### src/include/bandgap_trim_pkg.sv
//==============================================================================
package bandgap_trim_pkg;

	//==========================================================================
	// register map (byte addresses)
	localparam logic [7:0] LEVEL_TRIM_OFS = 8'h00;
	localparam logic [7:0] CURVE_TRIM_OFS = 8'h04;
	localparam logic [7:0] ADC_CHSEL_OFS = 8'h08;
	localparam logic [7:0] CAL_OFS = 8'h0C;
	localparam logic [7:0] STATUS_OFS = 8'h10;

	//==========================================================================
	// field positions and reset values
	localparam logic [7:0] TRIM_RESET = 8'h08;
	localparam logic [3:0] TRIM_FIELD_MASK = 4'hF;
	localparam int INSEL_LSB = 0;
	localparam int REFSEL_LSB = 6;
	localparam logic [7:0] CHSEL_RESET = 8'h00;
	localparam int CAL_GAIN_LSB = 0;
	localparam int CAL_OFS_LSB = 8;
	localparam int CAL_READY_BIT = 16;
	localparam int ST_TEMP_LSB = 0;
	localparam int ST_SENSOR_EN_BIT = 16;
	localparam int ST_REF_OK_BIT = 17;
	localparam int ST_CURVE_OK_BIT = 18;
	localparam int ST_PEAK_LSB = 19;
	localparam int ST_STEP_MV_LSB = 24;

	//==========================================================================
	// analog codes and scaling
	localparam logic [3:0] TEMP_SENSOR_CH = 4'hC;
	localparam logic [1:0] REF_INT_2V56 = 2'h3;
	localparam logic [7:0] LEVEL_STEP_MV = 8'h05;
	localparam int KELVIN_OFS = 273;
	localparam int CAL_ROOM_C = 25;
	localparam int GAIN_FRAC_BITS = 7;
	localparam logic [7:0] SIG_ADDR_OFFSET = 8'h05;
	localparam logic [7:0] SIG_ADDR_GAIN = 8'h07;

	typedef enum logic [2:0] {
		CAL_OFS_REQ = 3'h0,
		CAL_OFS_CAP = 3'h1,
		CAL_GAIN_REQ = 3'h2,
		CAL_GAIN_CAP = 3'h3,
		CAL_DONE = 3'h4
	} cal_state_t;

endpackage : bandgap_trim_pkg

### src/include/temp_conv_if.sv
//==============================================================================
// carrier between the register bank and the temperature converter
interface temp_conv_if #(
	parameter int ADC_W = 10
);
	logic [ADC_W-1:0] adc_result;
	logic adc_done;
	logic [7:0] gain;
	logic [6:0] offset;
	logic [15:0] temp_c;
	logic temp_valid;

	modport bank (
		output adc_result,
		output adc_done,
		output gain,
		output offset,
		input temp_c,
		input temp_valid
	);

	modport conv (
		input adc_result,
		input adc_done,
		input gain,
		input offset,
		output temp_c,
		output temp_valid
	);
endinterface : temp_conv_if

### src/design/bandgap_trim_regs.sv
//==============================================================================
// bandgap trim, reference and temperature sensor select, APB register bank
//
// Design decisions made here: the register offsets and the APB register port.
module bandgap_trim_regs
	import bandgap_trim_pkg::*;
#(
	parameter int ADC_W = 10
) (
	// clock and reset
	input wire logic clk_i,
	input wire logic rst_n_i,
	// apb slave
	input wire logic psel_i,
	input wire logic penable_i,
	input wire logic pwrite_i,
	input wire logic [7:0] paddr_i,
	input wire logic [31:0] pwdata_i,
	output logic [31:0] prdata_o,
	output logic pready_o,
	output logic pslverr_o,
	// analog trims
	output logic [3:0] level_trim_code_o,
	output logic [3:0] curve_trim_code_o,
	// brown-out detector
	output logic [3:0] brownout_level_o,
	output logic brownout_update_o,
	// adc, dac and comparators
	output logic [1:0] reference_select_o,
	output logic [3:0] adc_input_select_o,
	output logic temp_sensor_en_o,
	input wire logic [ADC_W-1:0] adc_result_i,
	input wire logic adc_done_i,
	// signature row
	output logic sig_rd_o,
	output logic [7:0] sig_addr_o,
	input wire logic [7:0] sig_data_i
);

	//==========================================================================
	// parameter check
	generate
		if (ADC_W < 8 || ADC_W > 12)
		begin : g_bad_width
			$error("adc width must be 8 to 12");
		end
	endgenerate

	//==========================================================================
	// functions
	function automatic logic is_thermo(input logic [3:0] code);
		is_thermo = (code == 4'h0) || (code == 4'h1) || (code == 4'h3) ||
			(code == 4'h7) || (code == 4'hF);
	endfunction : is_thermo

	function automatic logic [2:0] ones(input logic [3:0] code);
		ones = 3'(code[0]) + 3'(code[1]) + 3'(code[2]) + 3'(code[3]);
	endfunction : ones

	//==========================================================================
	// state
	logic [7:0] level_ff;
	logic [7:0] curve_ff;
	logic [7:0] chsel_ff;
	logic [7:0] gain_ff;
	logic [6:0] offset_ff;
	logic cal_ready_ff;
	cal_state_t cal_state_ff;
	cal_state_t nxt_cal_state;
	logic [31:0] prdata_ff;
	logic pready_ff;
	logic pslverr_ff;
	logic [3:0] bod_level_ff;
	logic bod_update_ff;
	logic temp_en_ff;
	logic sig_rd_ff;
	logic [7:0] sig_addr_ff;
	logic [15:0] temp_ff;

	temp_conv_if #(.ADC_W(ADC_W)) tc ();

	//==========================================================================
	// bus decode
	wire logic setup_ph;
	wire logic commit;
	wire logic wr_commit;
	wire logic hit_level;
	wire logic hit_curve;
	wire logic hit_chsel;
	wire logic hit_cal;
	wire logic hit_status;
	wire logic mapped;
	wire logic ro_hit;

	assign setup_ph = psel_i && !penable_i;
	// no wait state: pready rises in the access phase that follows setup
	assign commit = psel_i && penable_i && pready_ff;
	assign wr_commit = commit && pwrite_i;
	assign hit_level = (paddr_i == LEVEL_TRIM_OFS);
	assign hit_curve = (paddr_i == CURVE_TRIM_OFS);
	assign hit_chsel = (paddr_i == ADC_CHSEL_OFS);
	assign hit_cal = (paddr_i == CAL_OFS);
	assign hit_status = (paddr_i == STATUS_OFS);
	assign mapped = hit_level || hit_curve || hit_chsel || hit_cal || hit_status;
	assign ro_hit = hit_cal || hit_status;

	//==========================================================================
	// register next values
	wire logic [7:0] nxt_level;
	wire logic [7:0] nxt_curve;
	wire logic [7:0] nxt_chsel;
	wire logic level_change;
	wire logic [3:0] insel;
	wire logic [1:0] refsel;

	// level and curve trim upper nibble is held at zero whatever is written
	assign nxt_level = {4'h0, pwdata_i[3:0] & TRIM_FIELD_MASK};
	assign nxt_curve = {4'h0, pwdata_i[3:0] & TRIM_FIELD_MASK};
	assign nxt_chsel = {pwdata_i[REFSEL_LSB+:2], 2'h0, pwdata_i[INSEL_LSB+:4]};
	assign level_change = wr_commit && hit_level && (nxt_level != level_ff);
	assign insel = chsel_ff[INSEL_LSB+:4];
	assign refsel = chsel_ff[REFSEL_LSB+:2];

	always_ff @(posedge clk_i or negedge rst_n_i)
	begin
		if (!rst_n_i)
		begin
			level_ff <= TRIM_RESET;
			curve_ff <= TRIM_RESET;
			chsel_ff <= CHSEL_RESET;
		end
		else if (wr_commit)
		begin
			if (hit_level)
				level_ff <= nxt_level;
			if (hit_curve)
				curve_ff <= nxt_curve;
			if (hit_chsel)
				chsel_ff <= nxt_chsel;
		end
	end

	//==========================================================================
	// brown-out threshold follows the level trim
	// the detector sees the new code on the commit edge, together with the level trim
	always_ff @(posedge clk_i or negedge rst_n_i)
	begin
		if (!rst_n_i)
		begin
			bod_level_ff <= TRIM_RESET[3:0];
			bod_update_ff <= 1'b0;
		end
		else
		begin
			bod_update_ff <= level_change;
			if (level_change)
				bod_level_ff <= nxt_level[3:0];
		end
	end

	//==========================================================================
	// temperature sensor enable
	always_ff @(posedge clk_i or negedge rst_n_i)
	begin
		if (!rst_n_i)
			temp_en_ff <= 1'b0;
		else
			temp_en_ff <= (insel == TEMP_SENSOR_CH);
	end

	//==========================================================================
	// calibration fetch from the signature row after reset
	// data returns the cycle after the read strobe
	always_comb
	begin
		nxt_cal_state = cal_state_ff;
		unique case (cal_state_ff)
			CAL_OFS_REQ: nxt_cal_state = CAL_OFS_CAP;
			CAL_OFS_CAP: nxt_cal_state = CAL_GAIN_REQ;
			CAL_GAIN_REQ: nxt_cal_state = CAL_GAIN_CAP;
			CAL_GAIN_CAP: nxt_cal_state = CAL_DONE;
			CAL_DONE: nxt_cal_state = CAL_DONE;
			default: nxt_cal_state = CAL_OFS_REQ;
		endcase
	end

	always_ff @(posedge clk_i or negedge rst_n_i)
	begin
		if (!rst_n_i)
		begin
			cal_state_ff <= CAL_OFS_REQ;
			sig_rd_ff <= 1'b0;
			sig_addr_ff <= 8'h00;
			gain_ff <= 8'h00;
			offset_ff <= 7'h00;
			cal_ready_ff <= 1'b0;
		end
		else
		begin
			cal_state_ff <= nxt_cal_state;
			sig_rd_ff <= (cal_state_ff == CAL_OFS_REQ) || (cal_state_ff == CAL_GAIN_REQ);
			if (cal_state_ff == CAL_OFS_REQ)
				sig_addr_ff <= SIG_ADDR_OFFSET;
			else if (cal_state_ff == CAL_GAIN_REQ)
				sig_addr_ff <= SIG_ADDR_GAIN;
			if (cal_state_ff == CAL_GAIN_REQ)
				offset_ff <= sig_data_i[6:0];
			if (cal_state_ff == CAL_DONE && !cal_ready_ff)
			begin
				gain_ff <= sig_data_i;
				cal_ready_ff <= 1'b1;
			end
		end
	end

	//==========================================================================
	// temperature conversion
	// results only count while the sensor channel and 2.56V reference are both live
	wire logic ref_ok;

	assign ref_ok = (refsel == REF_INT_2V56);
	assign tc.adc_result = adc_result_i;
	assign tc.adc_done = adc_done_i && temp_en_ff && ref_ok && cal_ready_ff;
	assign tc.gain = gain_ff;
	assign tc.offset = offset_ff;

	temp_converter #(
		.ADC_W(ADC_W)
	) u_conv (
		.clk_i(clk_i),
		.rst_n_i(rst_n_i),
		.tc(tc.conv)
	);

	always_ff @(posedge clk_i or negedge rst_n_i)
	begin
		if (!rst_n_i)
			temp_ff <= 16'h0000;
		else if (tc.temp_valid)
			temp_ff <= tc.temp_c;
	end

	//==========================================================================
	// read mux
	wire logic [31:0] rd_level;
	wire logic [31:0] rd_curve;
	wire logic [31:0] rd_chsel;
	wire logic [31:0] rd_cal;
	wire logic [31:0] rd_status;
	wire logic [31:0] rd_mux;
	wire logic [7:0] step_mv;
	wire logic [2:0] peak_idx;

	// reference moves about 5 mV per code
	assign step_mv = 8'(level_ff[3:0] * LEVEL_STEP_MV);
	// 0 ones: peak hottest, 4 ones: peak coldest
	assign peak_idx = ones(curve_ff[3:0]);
	assign rd_level = {24'h000000, level_ff};
	assign rd_curve = {24'h000000, curve_ff};
	assign rd_chsel = {24'h000000, chsel_ff};
	assign rd_cal = {15'h0000, cal_ready_ff, 1'b0, offset_ff, gain_ff};
	assign rd_status = {step_mv, 2'h0, peak_idx, is_thermo(curve_ff[3:0]), ref_ok,
		temp_en_ff, temp_ff};
	assign rd_mux = hit_level ? rd_level :
		hit_curve ? rd_curve :
		hit_chsel ? rd_chsel :
		hit_cal ? rd_cal :
		hit_status ? rd_status : 32'h00000000;

	//==========================================================================
	// apb response
	always_ff @(posedge clk_i or negedge rst_n_i)
	begin
		if (!rst_n_i)
		begin
			prdata_ff <= 32'h00000000;
			pready_ff <= 1'b0;
			pslverr_ff <= 1'b0;
		end
		else
		begin
			pready_ff <= setup_ph;
			if (setup_ph)
			begin
				prdata_ff <= pwrite_i ? 32'h00000000 : rd_mux;
				// unmapped addresses and writes to read-only words are refused
				pslverr_ff <= !mapped || (pwrite_i && ro_hit);
			end
			else
			begin
				pslverr_ff <= 1'b0;
			end
		end
	end

	//==========================================================================
	// outputs
	assign prdata_o = prdata_ff;
	assign pready_o = pready_ff;
	assign pslverr_o = pslverr_ff;
	assign level_trim_code_o = level_ff[3:0];
	assign curve_trim_code_o = curve_ff[3:0];
	assign brownout_level_o = bod_level_ff;
	assign brownout_update_o = bod_update_ff;
	assign reference_select_o = chsel_ff[REFSEL_LSB+:2];
	assign adc_input_select_o = chsel_ff[INSEL_LSB+:4];
	assign temp_sensor_en_o = temp_en_ff;
	assign sig_rd_o = sig_rd_ff;
	assign sig_addr_o = sig_addr_ff;

endmodule : bandgap_trim_regs

### src/design/temp_converter.sv
//==============================================================================
// degrees C = ((adc - (298 - offset)) * gain) / 128 + 25
module temp_converter
	import bandgap_trim_pkg::*;
#(
	parameter int ADC_W = 10
) (
	// clock and reset
	input wire logic clk_i,
	input wire logic rst_n_i,
	// bank side
	temp_conv_if.conv tc
);

	localparam int DIFF_W = ADC_W + 3;
	localparam int PROD_W = DIFF_W + 9;

	wire logic signed [DIFF_W-1:0] adc_s;
	wire logic signed [DIFF_W-1:0] ofs_s;
	wire logic signed [DIFF_W-1:0] diff;
	wire logic signed [PROD_W-1:0] prod;
	wire logic signed [PROD_W-1:0] scaled;
	wire logic signed [PROD_W-1:0] result;
	logic [15:0] temp_ff;
	logic valid_ff;

	assign adc_s = DIFF_W'($signed({1'b0, tc.adc_result}));
	assign ofs_s = DIFF_W'($signed(tc.offset));
	assign diff = adc_s - DIFF_W'(KELVIN_OFS + CAL_ROOM_C) + ofs_s;
	// gain is unsigned, so widen with a zero sign bit
	assign prod = PROD_W'(diff) * PROD_W'($signed({1'b0, tc.gain}));
	assign scaled = prod >>> GAIN_FRAC_BITS;
	assign result = scaled + PROD_W'(CAL_ROOM_C);

	always_ff @(posedge clk_i or negedge rst_n_i)
	begin
		if (!rst_n_i)
		begin
			temp_ff <= 16'h0000;
			valid_ff <= 1'b0;
		end
		else
		begin
			valid_ff <= tc.adc_done;
			if (tc.adc_done)
				temp_ff <= result[15:0];
		end
	end

	assign tc.temp_c = temp_ff;
	assign tc.temp_valid = valid_ff;

endmodule : temp_converter

### config.mk
export PLATFORM = sky130hd
export DESIGN_NAME = bandgap_trim_regs
export DESIGN_NICKNAME = d
export VERILOG_FILES = /design/src/include/bandgap_trim_pkg.sv /design/src/include/temp_conv_if.sv /design/src/design/bandgap_trim_regs.sv /design/src/design/temp_converter.sv
export SDC_FILE = /design/constraint.sdc
export NUM_CORES = 1
export LEC_CHECK = 0
export ABC_AREA = 1
export CORE_UTILIZATION = 45
export CTS_BUF_LIST = sky130_fd_sc_hd__clkbuf_4
export DETAILED_ROUTE_END_ITERATION = 8
export DONT_BUFFER_PORTS = 1
export SYNTH_ARGS = -nofsm -noshare
export SYNTH_HDL_FRONTEND = slang
export SYNTH_SLANG_ARGS = --single-unit
### constraint.sdc
create_clock -name clk_i -period 7.6 [get_ports clk_i]
set_clock_uncertainty 0.15 [all_clocks]
set_input_delay 1.9 -clock clk_i [delete_from_list [all_inputs] [get_ports clk_i]]
set_output_delay 1.9 -clock clk_i [all_outputs]
set_load 0.005 [all_outputs]
==> results of run 1 <==
## metal layers
layer	track usage	vias to the layer above	wire length (um)
li1	-	3905	-
met1	0.318	3749	11000
met2	0.370	179	11100
met3	0.0281	21	1010
met4	0.0536	0	359
met5	0	-	0
## worst paths after layout
check / start / end / slack, ns / cells after the start
max in group asynchronous: rst_n_i / brownout_level_o[3] / 6.11 / 0
worst min register to register: u_conv.tc.temp_c[1] / u_conv.tc.temp_c[1] / 0.35 / 2
worst max-delay path: adc_result_i[1] / u_conv.tc.temp_c[10] / 0.1 / 33
min in group asynchronous: rst_n_i / level_ff[0] / 0.93 / 0
worst max register to register: offset_ff[6] / u_conv.tc.temp_c[10] / 1.23 / 29
worst min-delay path: u_conv.tc.temp_c[1] / u_conv.tc.temp_c[1] / 0.35 / 2
## per-stage QoR
stage | TNS, ns | instances | hold WS (ns)
after floorplan | -0.00620 | 1205 | 0.292
after global placement | -4.86 | 1550 | 0.309
after detailed placement | -5.82 | 1550 | 0.308
after CTS | 0 | 1566 | 0.351
after global routing | -1.69 | 1579 | 0.376
final | 0 | 1579 | 0.349
## kinds of logic (layout without fill, tap and decap cells)
family                     after synthesis  count (layout)  synth area share
buffers and inverters                  272             375             0.114
adders and majority gates              145             145             0.254
AOI/OAI and AO/OA                      185             185             0.109
other                                    1               9          0.000399
DFF                                    105             105             0.280
muxes                                    3               3           0.00359
xor gates and xnor gates                33              33            0.0347
and+or+nand+nor                        454             454             0.205
## cell type report
cell class | instances | area share
diodes | 1 | 0.000219
repair buffers | 120 | 0.0792
inverters | 239 | 0.0812
clock buffers | 9 | 0.00592
clock inverters | 7 | 0.00975
multi-input cells | 828 | 0.564
well taps | 270 | 0.0296
flip-flops and latches | 105 | 0.230
## sequential cells by signal (all words and copies together) (netlist names)
register / flops
brownout_level_o: 4
brownout_update_o: 1
cal_ready_ff: 1
cal_state_ff: 3
chsel_ff: 6
curve_ff: 4
gain_ff: 8
level_ff: 4
offset_ff: 7
prdata_o: 29
pready_o: 1
pslverr_o: 1
sig_addr_o: 2
temp_ff: 16
temp_sensor_en_o: 1
u_conv.tc.temp_c: 16
u_conv.tc.temp_valid: 1
## layout by cell type (no fill, tap or decap), types with 3 or more instances in the layout
cell        n
a21oi_1    28
a21oi_2    11
a21oi_4     4
a32o_1      3
buf_4     119
clkbuf_4    9
conb_1      8
dfrtp_1   102
dfstp_2     3
fa_1       75
ha_1       56
ha_4       13
inv_1     220
inv_2      14
mux2_2      3
nand2_1   240
nand2_2    32
nand2_4    15
nand3_1    22
nand3_2    12
nand4_1     6
nor2_1     81
nor2_2      6
nor2_4     11
nor3_1      6
o211ai_1    4
o21ai_0   101
o21ai_1     5
o21ai_2     4
o21bai_1    7
o221ai_1    4
o22ai_1     3
or2_2      10
xnor2_1    13
xor2_1     14
xor2_4      4
## worst register-to-register path, delay by kind of cell (launching register included)
kind / cells / cell delay (ns)
adders and majority gates: 6 / 2.77
and+or+nand+nor: 10 / 1.17
DFF: 1 / 0.68
buffers and inverters: 6 / 0.54
AOI/OAI and AO/OA: 6 / 0.74
xor gates and xnor gates: 1 / 0.22
## what timing repair did
item | 4_1_cts | 5_1_grt
setup buffers | 0 | 12
setup endpoints to repair | 2 | 13
hold endpoints to repair | 0 | 0
pin swaps | 0 | 65
resized for setup | 2 | 107
==> run metrics, run 1 <==
outcome=complete, no violations; die width=between 100 and 150 um; Initial DRC Count=335; CTS Buf Count=9; top cells by area, synth=dfrtp_1 27%, fa_1 16%, nand2_1 11%; DPL Wire Length=around 19 mm; instance area at placement=10,700 um2; Worst-Skew Late Latency=approximately 0.49 ns; per-cell routed wire length=between 10 and 15 um; Max clock buf depth=2; crit-path leading delay family=adder cells; fillcell total=1,915; Clk pin slew, worst setup/hold paths=around 0.18 ns; utilization after layout=0.561; drt drc=0; WL final=23.5 mm; period utilization=0.987; gr ovfl total=0; CP max-delay cell=fa_1; share of cells above drive strength 1=0.229; Top Ports=between 100 and 150; endpoints failing setup=0; min Tclk post-route=around 7.5 ns; clk root buf=clkbuf_4; Yosys cell types=49; pre-CTS WS=-0.602 ns; vias in the first global route=roughly 8.0k; post-synthesis sequential area ratio=0.280; first-pass GRT wire length=38.9 mm; RSZ-0062 raised after global routing=yes; final slew viol count=0; dominant synthesized flop cell=dfrtp_1; post-synthesis instance total=1,198; CP Launch Type=input pin; Multi-input gate area=roughly 6400 um2; count leader, synth=nand2_1; FF+latch count, synth=105; Buf/Inv on CP=6; Required @ worst endpoint=a little under 8 ns; EDFF count, synth=0; largest net degree at the start of global routing=about 110; via count=~8k; post-route cell area=around 11,000 um2; Fin. Hold Viols=0; starting density of the core=0.462; arrival time worst endpoint=7.70 ns; Max-cap violations=0; CTS tree=built; CP Capture Type=register; Slew @ Worst Pin=around 1.0 ns; Area Growth Syn to Fin=21.4%; area taken by flip-flops and latches=~2600 um2; largest area contributor in the netlist=dfrtp_1; Placer Congestion=between 0.8 and 0.9; Die Y-Extent=approximately 150 um; final worst setup slack=roughly 0.099 ns; clk sink count=105; port bufs=0; Cell Rows=52; maximum clock frequency=~0.13 GHz; Slew Limit Headroom=0.320; die area=21,500 um2; initial antenna violation count=1; critical path class=input pin to register; Post-DRT Antenna Nets=0; synthesized area per cell=between 7 and 8 um2; synthesized area=9400 um2; Ys Warns=0; drt via density=approximately 5.0; first drt pass iteration count=5; asr flop ratio synth=1.00; HP Class=register to register; H-tree levels=3; Hold-fix buffers, CTS=0; Final nets=1,512; area of the core=between 20,000 and 25,000 um2; Synth top cells by count=276 x nand2_1, 237 x inv_1, 108 x o21ai_0; Critical Path Fanout Max=6; global-route usage over all layers=0.226; top cell type's share of synthesized area=0.271; crit-path max cell delay=between 0.5 and 0.6 ns
Power of run 1 is not shown: default switching activity piles up to over one toggle a cycle in this logic, so the estimate is an artifact.
==> run 2, diff against run 1 <==
- ABC_AREA: 1 -> not set
- CORE_MARGIN: not set -> 2
- CTS_BUF_LIST: sky130_fd_sc_hd__clkbuf_4 -> sky130_fd_sc_hd__clkbuf_8
==> run metrics, run 2 <==
area of the core=just over 20,000 um2; synthesized area=9150 um2; die area=approximately 21,000 um2; DPL Wire Length=between 15 and 20 mm; EDFF count, synth=0; fillcell total=~1.8k; failing checks=setup timing; period utilization=1.08; endpoints failing setup=11; arrival time worst endpoint=roughly 8.4 ns; RR Startpoint=offset_ff[0]; RR Endpoint=u_conv.tc.temp_c[13]; WL final=between 20 and 25 mm; # diodes=0; Ys Warns=0; CP max-delay cell=fa_1; worst reg2reg setup slack=0.52 ns; dominant synthesized flop cell=dfrtp_1; Final nets=between 1k and 1.5k; port bufs=0; H-tree levels=3; min Tclk post-route=~8.2 ns; maximum clock frequency=about 0.12 GHz; count leader, synth=inv_1; Synth top cells by count=128 x inv_1, 109 x nand2_1, 102 x dfrtp_1; Slew Limit Headroom=0.334; first drt pass iteration count=4; post-route cell area=11,100 um2; min-delay src=u_conv.tc.temp_c[15]; setup TNS=-4.14 ns; clk sink count=roughly 110; Yosys cell types=65; Worst-Skew Late Latency=0.38 ns; Initial DRC Count=about 340; FF+latch count, synth=105; die width=between 100 and 150 um; per-cell routed wire length=between 15 and 20 um; Post-DRT Antenna Nets=0; outcome=complete, but fails checks; Fin. Hold Viols=0; hold path depth=2; CP Capture Type=register; Critical Path Fanout Max=6; Buf/Inv on CP=6; Largest register FFs=29; Placer Congestion=around 0.83; crit-path max cell delay=about 0.53 ns; instance area at placement=~10,000 um2; initial antenna violation count=0; final slew viol count=0; post-synthesis sequential area ratio=0.288; final worst setup slack=-0.627 ns; RSZ-0062 raised after global routing=yes; HP Class=register to register; largest area contributor in the netlist=dfrtp_1; vias in the first global route=roughly 7.2k; top cells by area, synth=dfrtp_1 28%, fa_1 17%, ha_1 9.4%; first-pass GRT wire length=approximately 36 mm; commonest non-fill, non-tap cell in the layout=buf_4; global-route usage over all layers=0.202; most frequent CP cell=fa_1; Clk pin slew, worst setup/hold paths=between 0.1 and 0.15 ns; share of cells above drive strength 1=0.273; clk root buf=clkbuf_8; Top Ports=127; Max clock buf depth=2; Hold-fix buffers, CTS=0; critical path class=input pin to register; Die Y-Extent=approximately 150 um; asr flop ratio synth=1.00; CTS tree=built; drt drc=0; synthesized area per cell=roughly 9.7 um2; Area Growth Syn to Fin=20.9%; post-synthesis instance total=between 900 and 1k; Required @ worst endpoint=a little under 8 ns; via count=a little under 7k; commonest cells after routing, fill and taps aside=123 x buf_4, 122 x inv_1, 103 x nand2_1; CP Launch Type=input pin; top cell type's share of synthesized area=0.279; drt via density=~5.2; Slew @ Worst Pin=roughly 1.0 ns; crit-path leading delay family=adder cells; gr ovfl total=0; starting density of the core=0.455; largest net degree at the start of global routing=approximately 110; Cell Rows=52; CTS Buf Count=9; Max-cap violations=0; Hold Crit Endpoint=u_conv.tc.temp_c[15]; cells on worst reg2reg path=30
[run 2: layout make-up]
type                            instances  area [um2]  share of cell area
Sequential cell                       105        2630               0.238
Clock buffer                            9         124              0.0112
Tap cell                              270         338              0.0305
Timing Repair Buffer                  133        1040              0.0944
Inverter                              128         498              0.0450
Clock inverter                          7        60.1             0.00543
Multi-Input combinational cell        676        6370               0.575
[run 2: repair_timing]
action,in CTS,in global routing
setup endpoints to repair,13,14
pin swaps,26,22
resized for setup,29,57
setup buffers,6,9
[run 2: through the flow]
step / hold slack (ns) / cells / util / worst slack, ns
finish: 0.334 / 1328 / 0.550 / -0.627
floorplan: 0.288 / 951 / - / -0.890
global route: 0.357 / 1328 / 0.550 / -0.861
detailed placement: 0.314 / 1299 / 0.515 / -1.28
CTS: 0.340 / 1321 / 0.533 / -0.656
global placement: 0.310 / 1299 / 0.515 / -1.24
[run 2: how the worst max path moves through the flow]
stage,cells past startpoint,end,startpoint
6_report,31,u_conv.tc.temp_c[13],adc_result_i[1]
5_1_grt,32,u_conv.tc.temp_c[13],adc_result_i[1]
4_1_cts,31,u_conv.tc.temp_c[13],adc_result_i[1]
3_5_place_dp,31,u_conv.tc.temp_c[15],adc_result_i[2]
3_3_place_gp,31,u_conv.tc.temp_c[15],adc_result_i[1]
2_1_floorplan,30,u_conv.tc.temp_c[13],adc_result_i[1]
[run 2: kinds of logic (layout without fill, tap and decap cells)]
family,after synthesis,after routing,synth area share
fa+ha+maj,145,145,0.261
xor+xnor,50,50,0.0495
buf+inv,170,277,0.0744
mux,63,63,0.0758
compound gates,151,151,0.109
simple gates,259,259,0.143
flops,105,105,0.288
other cells,1,8,0.000410
[run 2: worst min-delay path, cell delays in order (launching register included)]
cell and delay [ns]:
dfrtp_1 0.36, nand2_1 0.05, nand2_1 0.05
[run 2: layer usage]
layer	GRT usage	part of all wire	wire (um)
met1	0.284	0.47	9730
met2	0.332	0.48	9870
met3	0.0297	0.041	854
met4	0.0456	0.013	261
met5	0	0	0
Power of run 2 is left out for the same reason.
==> run 3, diff against run 2 <==
- CTS_CLUSTER_SIZE: not set -> 40
- SYNTH_HIERARCHICAL: not set -> 1
==> run metrics, run 3 <==
maximum clock frequency=about 0.12 GHz; Final nets=between 1k and 1.5k; crit-path max cell delay=0.54 ns; Clk pin slew, worst setup/hold paths=0.10 ns; port bufs=0; Top Ports=between 100 and 150; die width=between 100 and 150 um; share of cells above drive strength 1=0.368; Slew @ Worst Pin=~0.8 ns; largest area contributor in the netlist=dfrtp_1; # diodes=0; Initial DRC Count=between 300 and 400; clk sink count=around 110; asr flop ratio synth=1.00; Area Growth Syn to Fin=28.3%; CP max-delay cell=fa_1; starting density of the core=0.457; endpoints failing setup=12; Post-DRT Antenna Nets=0; Critical Path Fanout Max=3; arrival time worst endpoint=between 8 and 9 ns; commonest cells after routing, fill and taps aside=152 x buf_4, 109 x inv_1, 102 x dfrtp_1; gr ovfl total=0; met1 wire length=between 10 and 15 mm; outcome=complete, but fails checks; drt via density=slightly above 5; drt drc=0; Worst-Skew Late Latency=between 0.3 and 0.4 ns; initial antenna violation count=0; clk root buf=clkbuf_8; synthesized area=slightly above 9000 um2; top cells by area, synth=dfrtp_1 28%, fa_1 17%, ha_1 8.5%; critical path class=input pin to register; post-synthesis instance total=just over 900; vias in the first global route=between 7k and 8k; failing checks=setup timing; hold slack=approximately 0.36 ns; Required @ worst endpoint=7.76 ns; Max clock buf depth=2; CP Launch Type=input pin; first-pass GRT wire length=about 36 mm; FF+latch count, synth=around 110; RSZ-0062 raised after global routing=yes; uppermost layer routed=met4; final worst setup slack=-0.712 ns; min Tclk post-route=between 8 and 9 ns; DPL Wire Length=between 15 and 20 mm; Ys Warns=6; Largest register FFs=29; Placer Congestion=slightly above 0.8; HP Class=register to register; Cell Rows=52; commonest non-fill, non-tap cell in the layout=buf_4; post-synthesis sequential area ratio=0.284; per-cell routed wire length=around 17 um; area of the core=between 20,000 and 25,000 um2; Yosys cell types=between 70 and 80; WL final=about 22 mm; synthesized area per cell=~10 um2; Synth top cells by count=126 x inv_1, 102 x dfrtp_1, 79 x fa_1; dominant synthesized flop cell=dfrtp_1; count leader, synth=inv_1; final slew viol count=0; global-route usage over all layers=0.208; EDFF count, synth=0; Slew Limit Headroom=0.462; H-tree levels=3; utilization after layout=0.587; via count=6,934; largest net degree at the start of global routing=about 110; Die Y-Extent=roughly 150 um; die area=about 22,000 um2; top cell type's share of synthesized area=0.276; CP Capture Type=register; CTS Buf Count=9; first drt pass iteration count=4; CTS tree=built; Fin. Hold Viols=0; pre-CTS WS=-1.14 ns; WL met3=~850 um; Max-cap violations=0; Routed met2 length=around 11 mm; most frequent CP cell=fa_1; setup TNS=-5.16 ns; period utilization=1.09
==> run 3: cell count changes after synthesis, sizes merged, moves of 7 or more <==
cell    before  now
nand2      109   63
o21ai       50   18
and2        42   49
a21oi       23   32
mux2i       13    5
a21o        23    5
clkbuf      29   21
buf         13   24
a22o         8   32
==> run 3: metal layers <==
layer / vias up / global-route usage
met5: - / 0
met3: 16 / 0.0355
met2: 96 / 0.346
li1: 3317 / -
met4: 0 / 0.0394
met1: 3505 / 0.291
==> run 3: logic make-up (layout without fill, tap and decap cells) <==
kind of cell               count (synthesis)  in the layout  synth area share
AOI/OAI and AO/OA                        137            137             0.113
xor gates and xnor gates                  51             51            0.0515
adders and majority gates                142            142             0.256
buffers and inverters                    173            319            0.0765
DFF                                      105            105             0.284
muxes                                     61             61            0.0768
other                                      1              8          0.000405
and+or+nand+nor                          241            241             0.142
==> run 3: repair_timing <==
action,4_1_cts,5_1_grt
setup buffers,37,18
setup endpoints to repair,12,12
hold buffers,0,0
pin swaps,105,54
resized for setup,91,54
==> run 3: per-stage QoR <==
step | cell area, um2 | std cells
3_5_place_dp | 10600 | 1268
5_1_grt | 11900 | 1334
6_report | 11900 | 1334
2_1_floorplan | 9550 | 918
4_1_cts | 11500 | 1318
3_3_place_gp | 10600 | 1268
==> run 3: critical path: cells and delay by family <==
family	cells	cell delay [ns]
adder cells (fa/ha/maj)	6	2.66
AND/OR/NAND/NOR	7	1.39
AO/OA/AOI/OAI	8	1.37
XOR/XNOR	3	0.74
buffers and inverters	6	0.41
==> run 3: path summary, 6_finish.rpt <==
check	end	depth (start not counted)	slack [ns]	start
setup / recovery	u_conv/tc.temp_c[13]	30	-0.71	adc_result_i[2]
hold / removal	prdata_o[15]	1	0.36	temp_ff[15]
setup reg to reg	u_conv/tc.temp_c[13]	32	0.49	offset_ff[0]
hold reg to reg	prdata_o[15]	1	0.36	temp_ff[15]
max in group asynchronous	brownout_level_o[3]	0	6.05	rst_n_i
min in group asynchronous	offset_ff[0]	0	1.04	rst_n_i
==> run 3: area by class of cell <==
class	instances	area, um2
Tap cell	270	338
Inverter	128	498
Timing Repair Buffer	175	1400
Multi-Input combinational cell	640	6830
Sequential cell	105	2630
Clock inverter	6	48.8
Clock buffer	10	138
Fill cell	1740	8360
Power of run 3 is left out for the same reason.
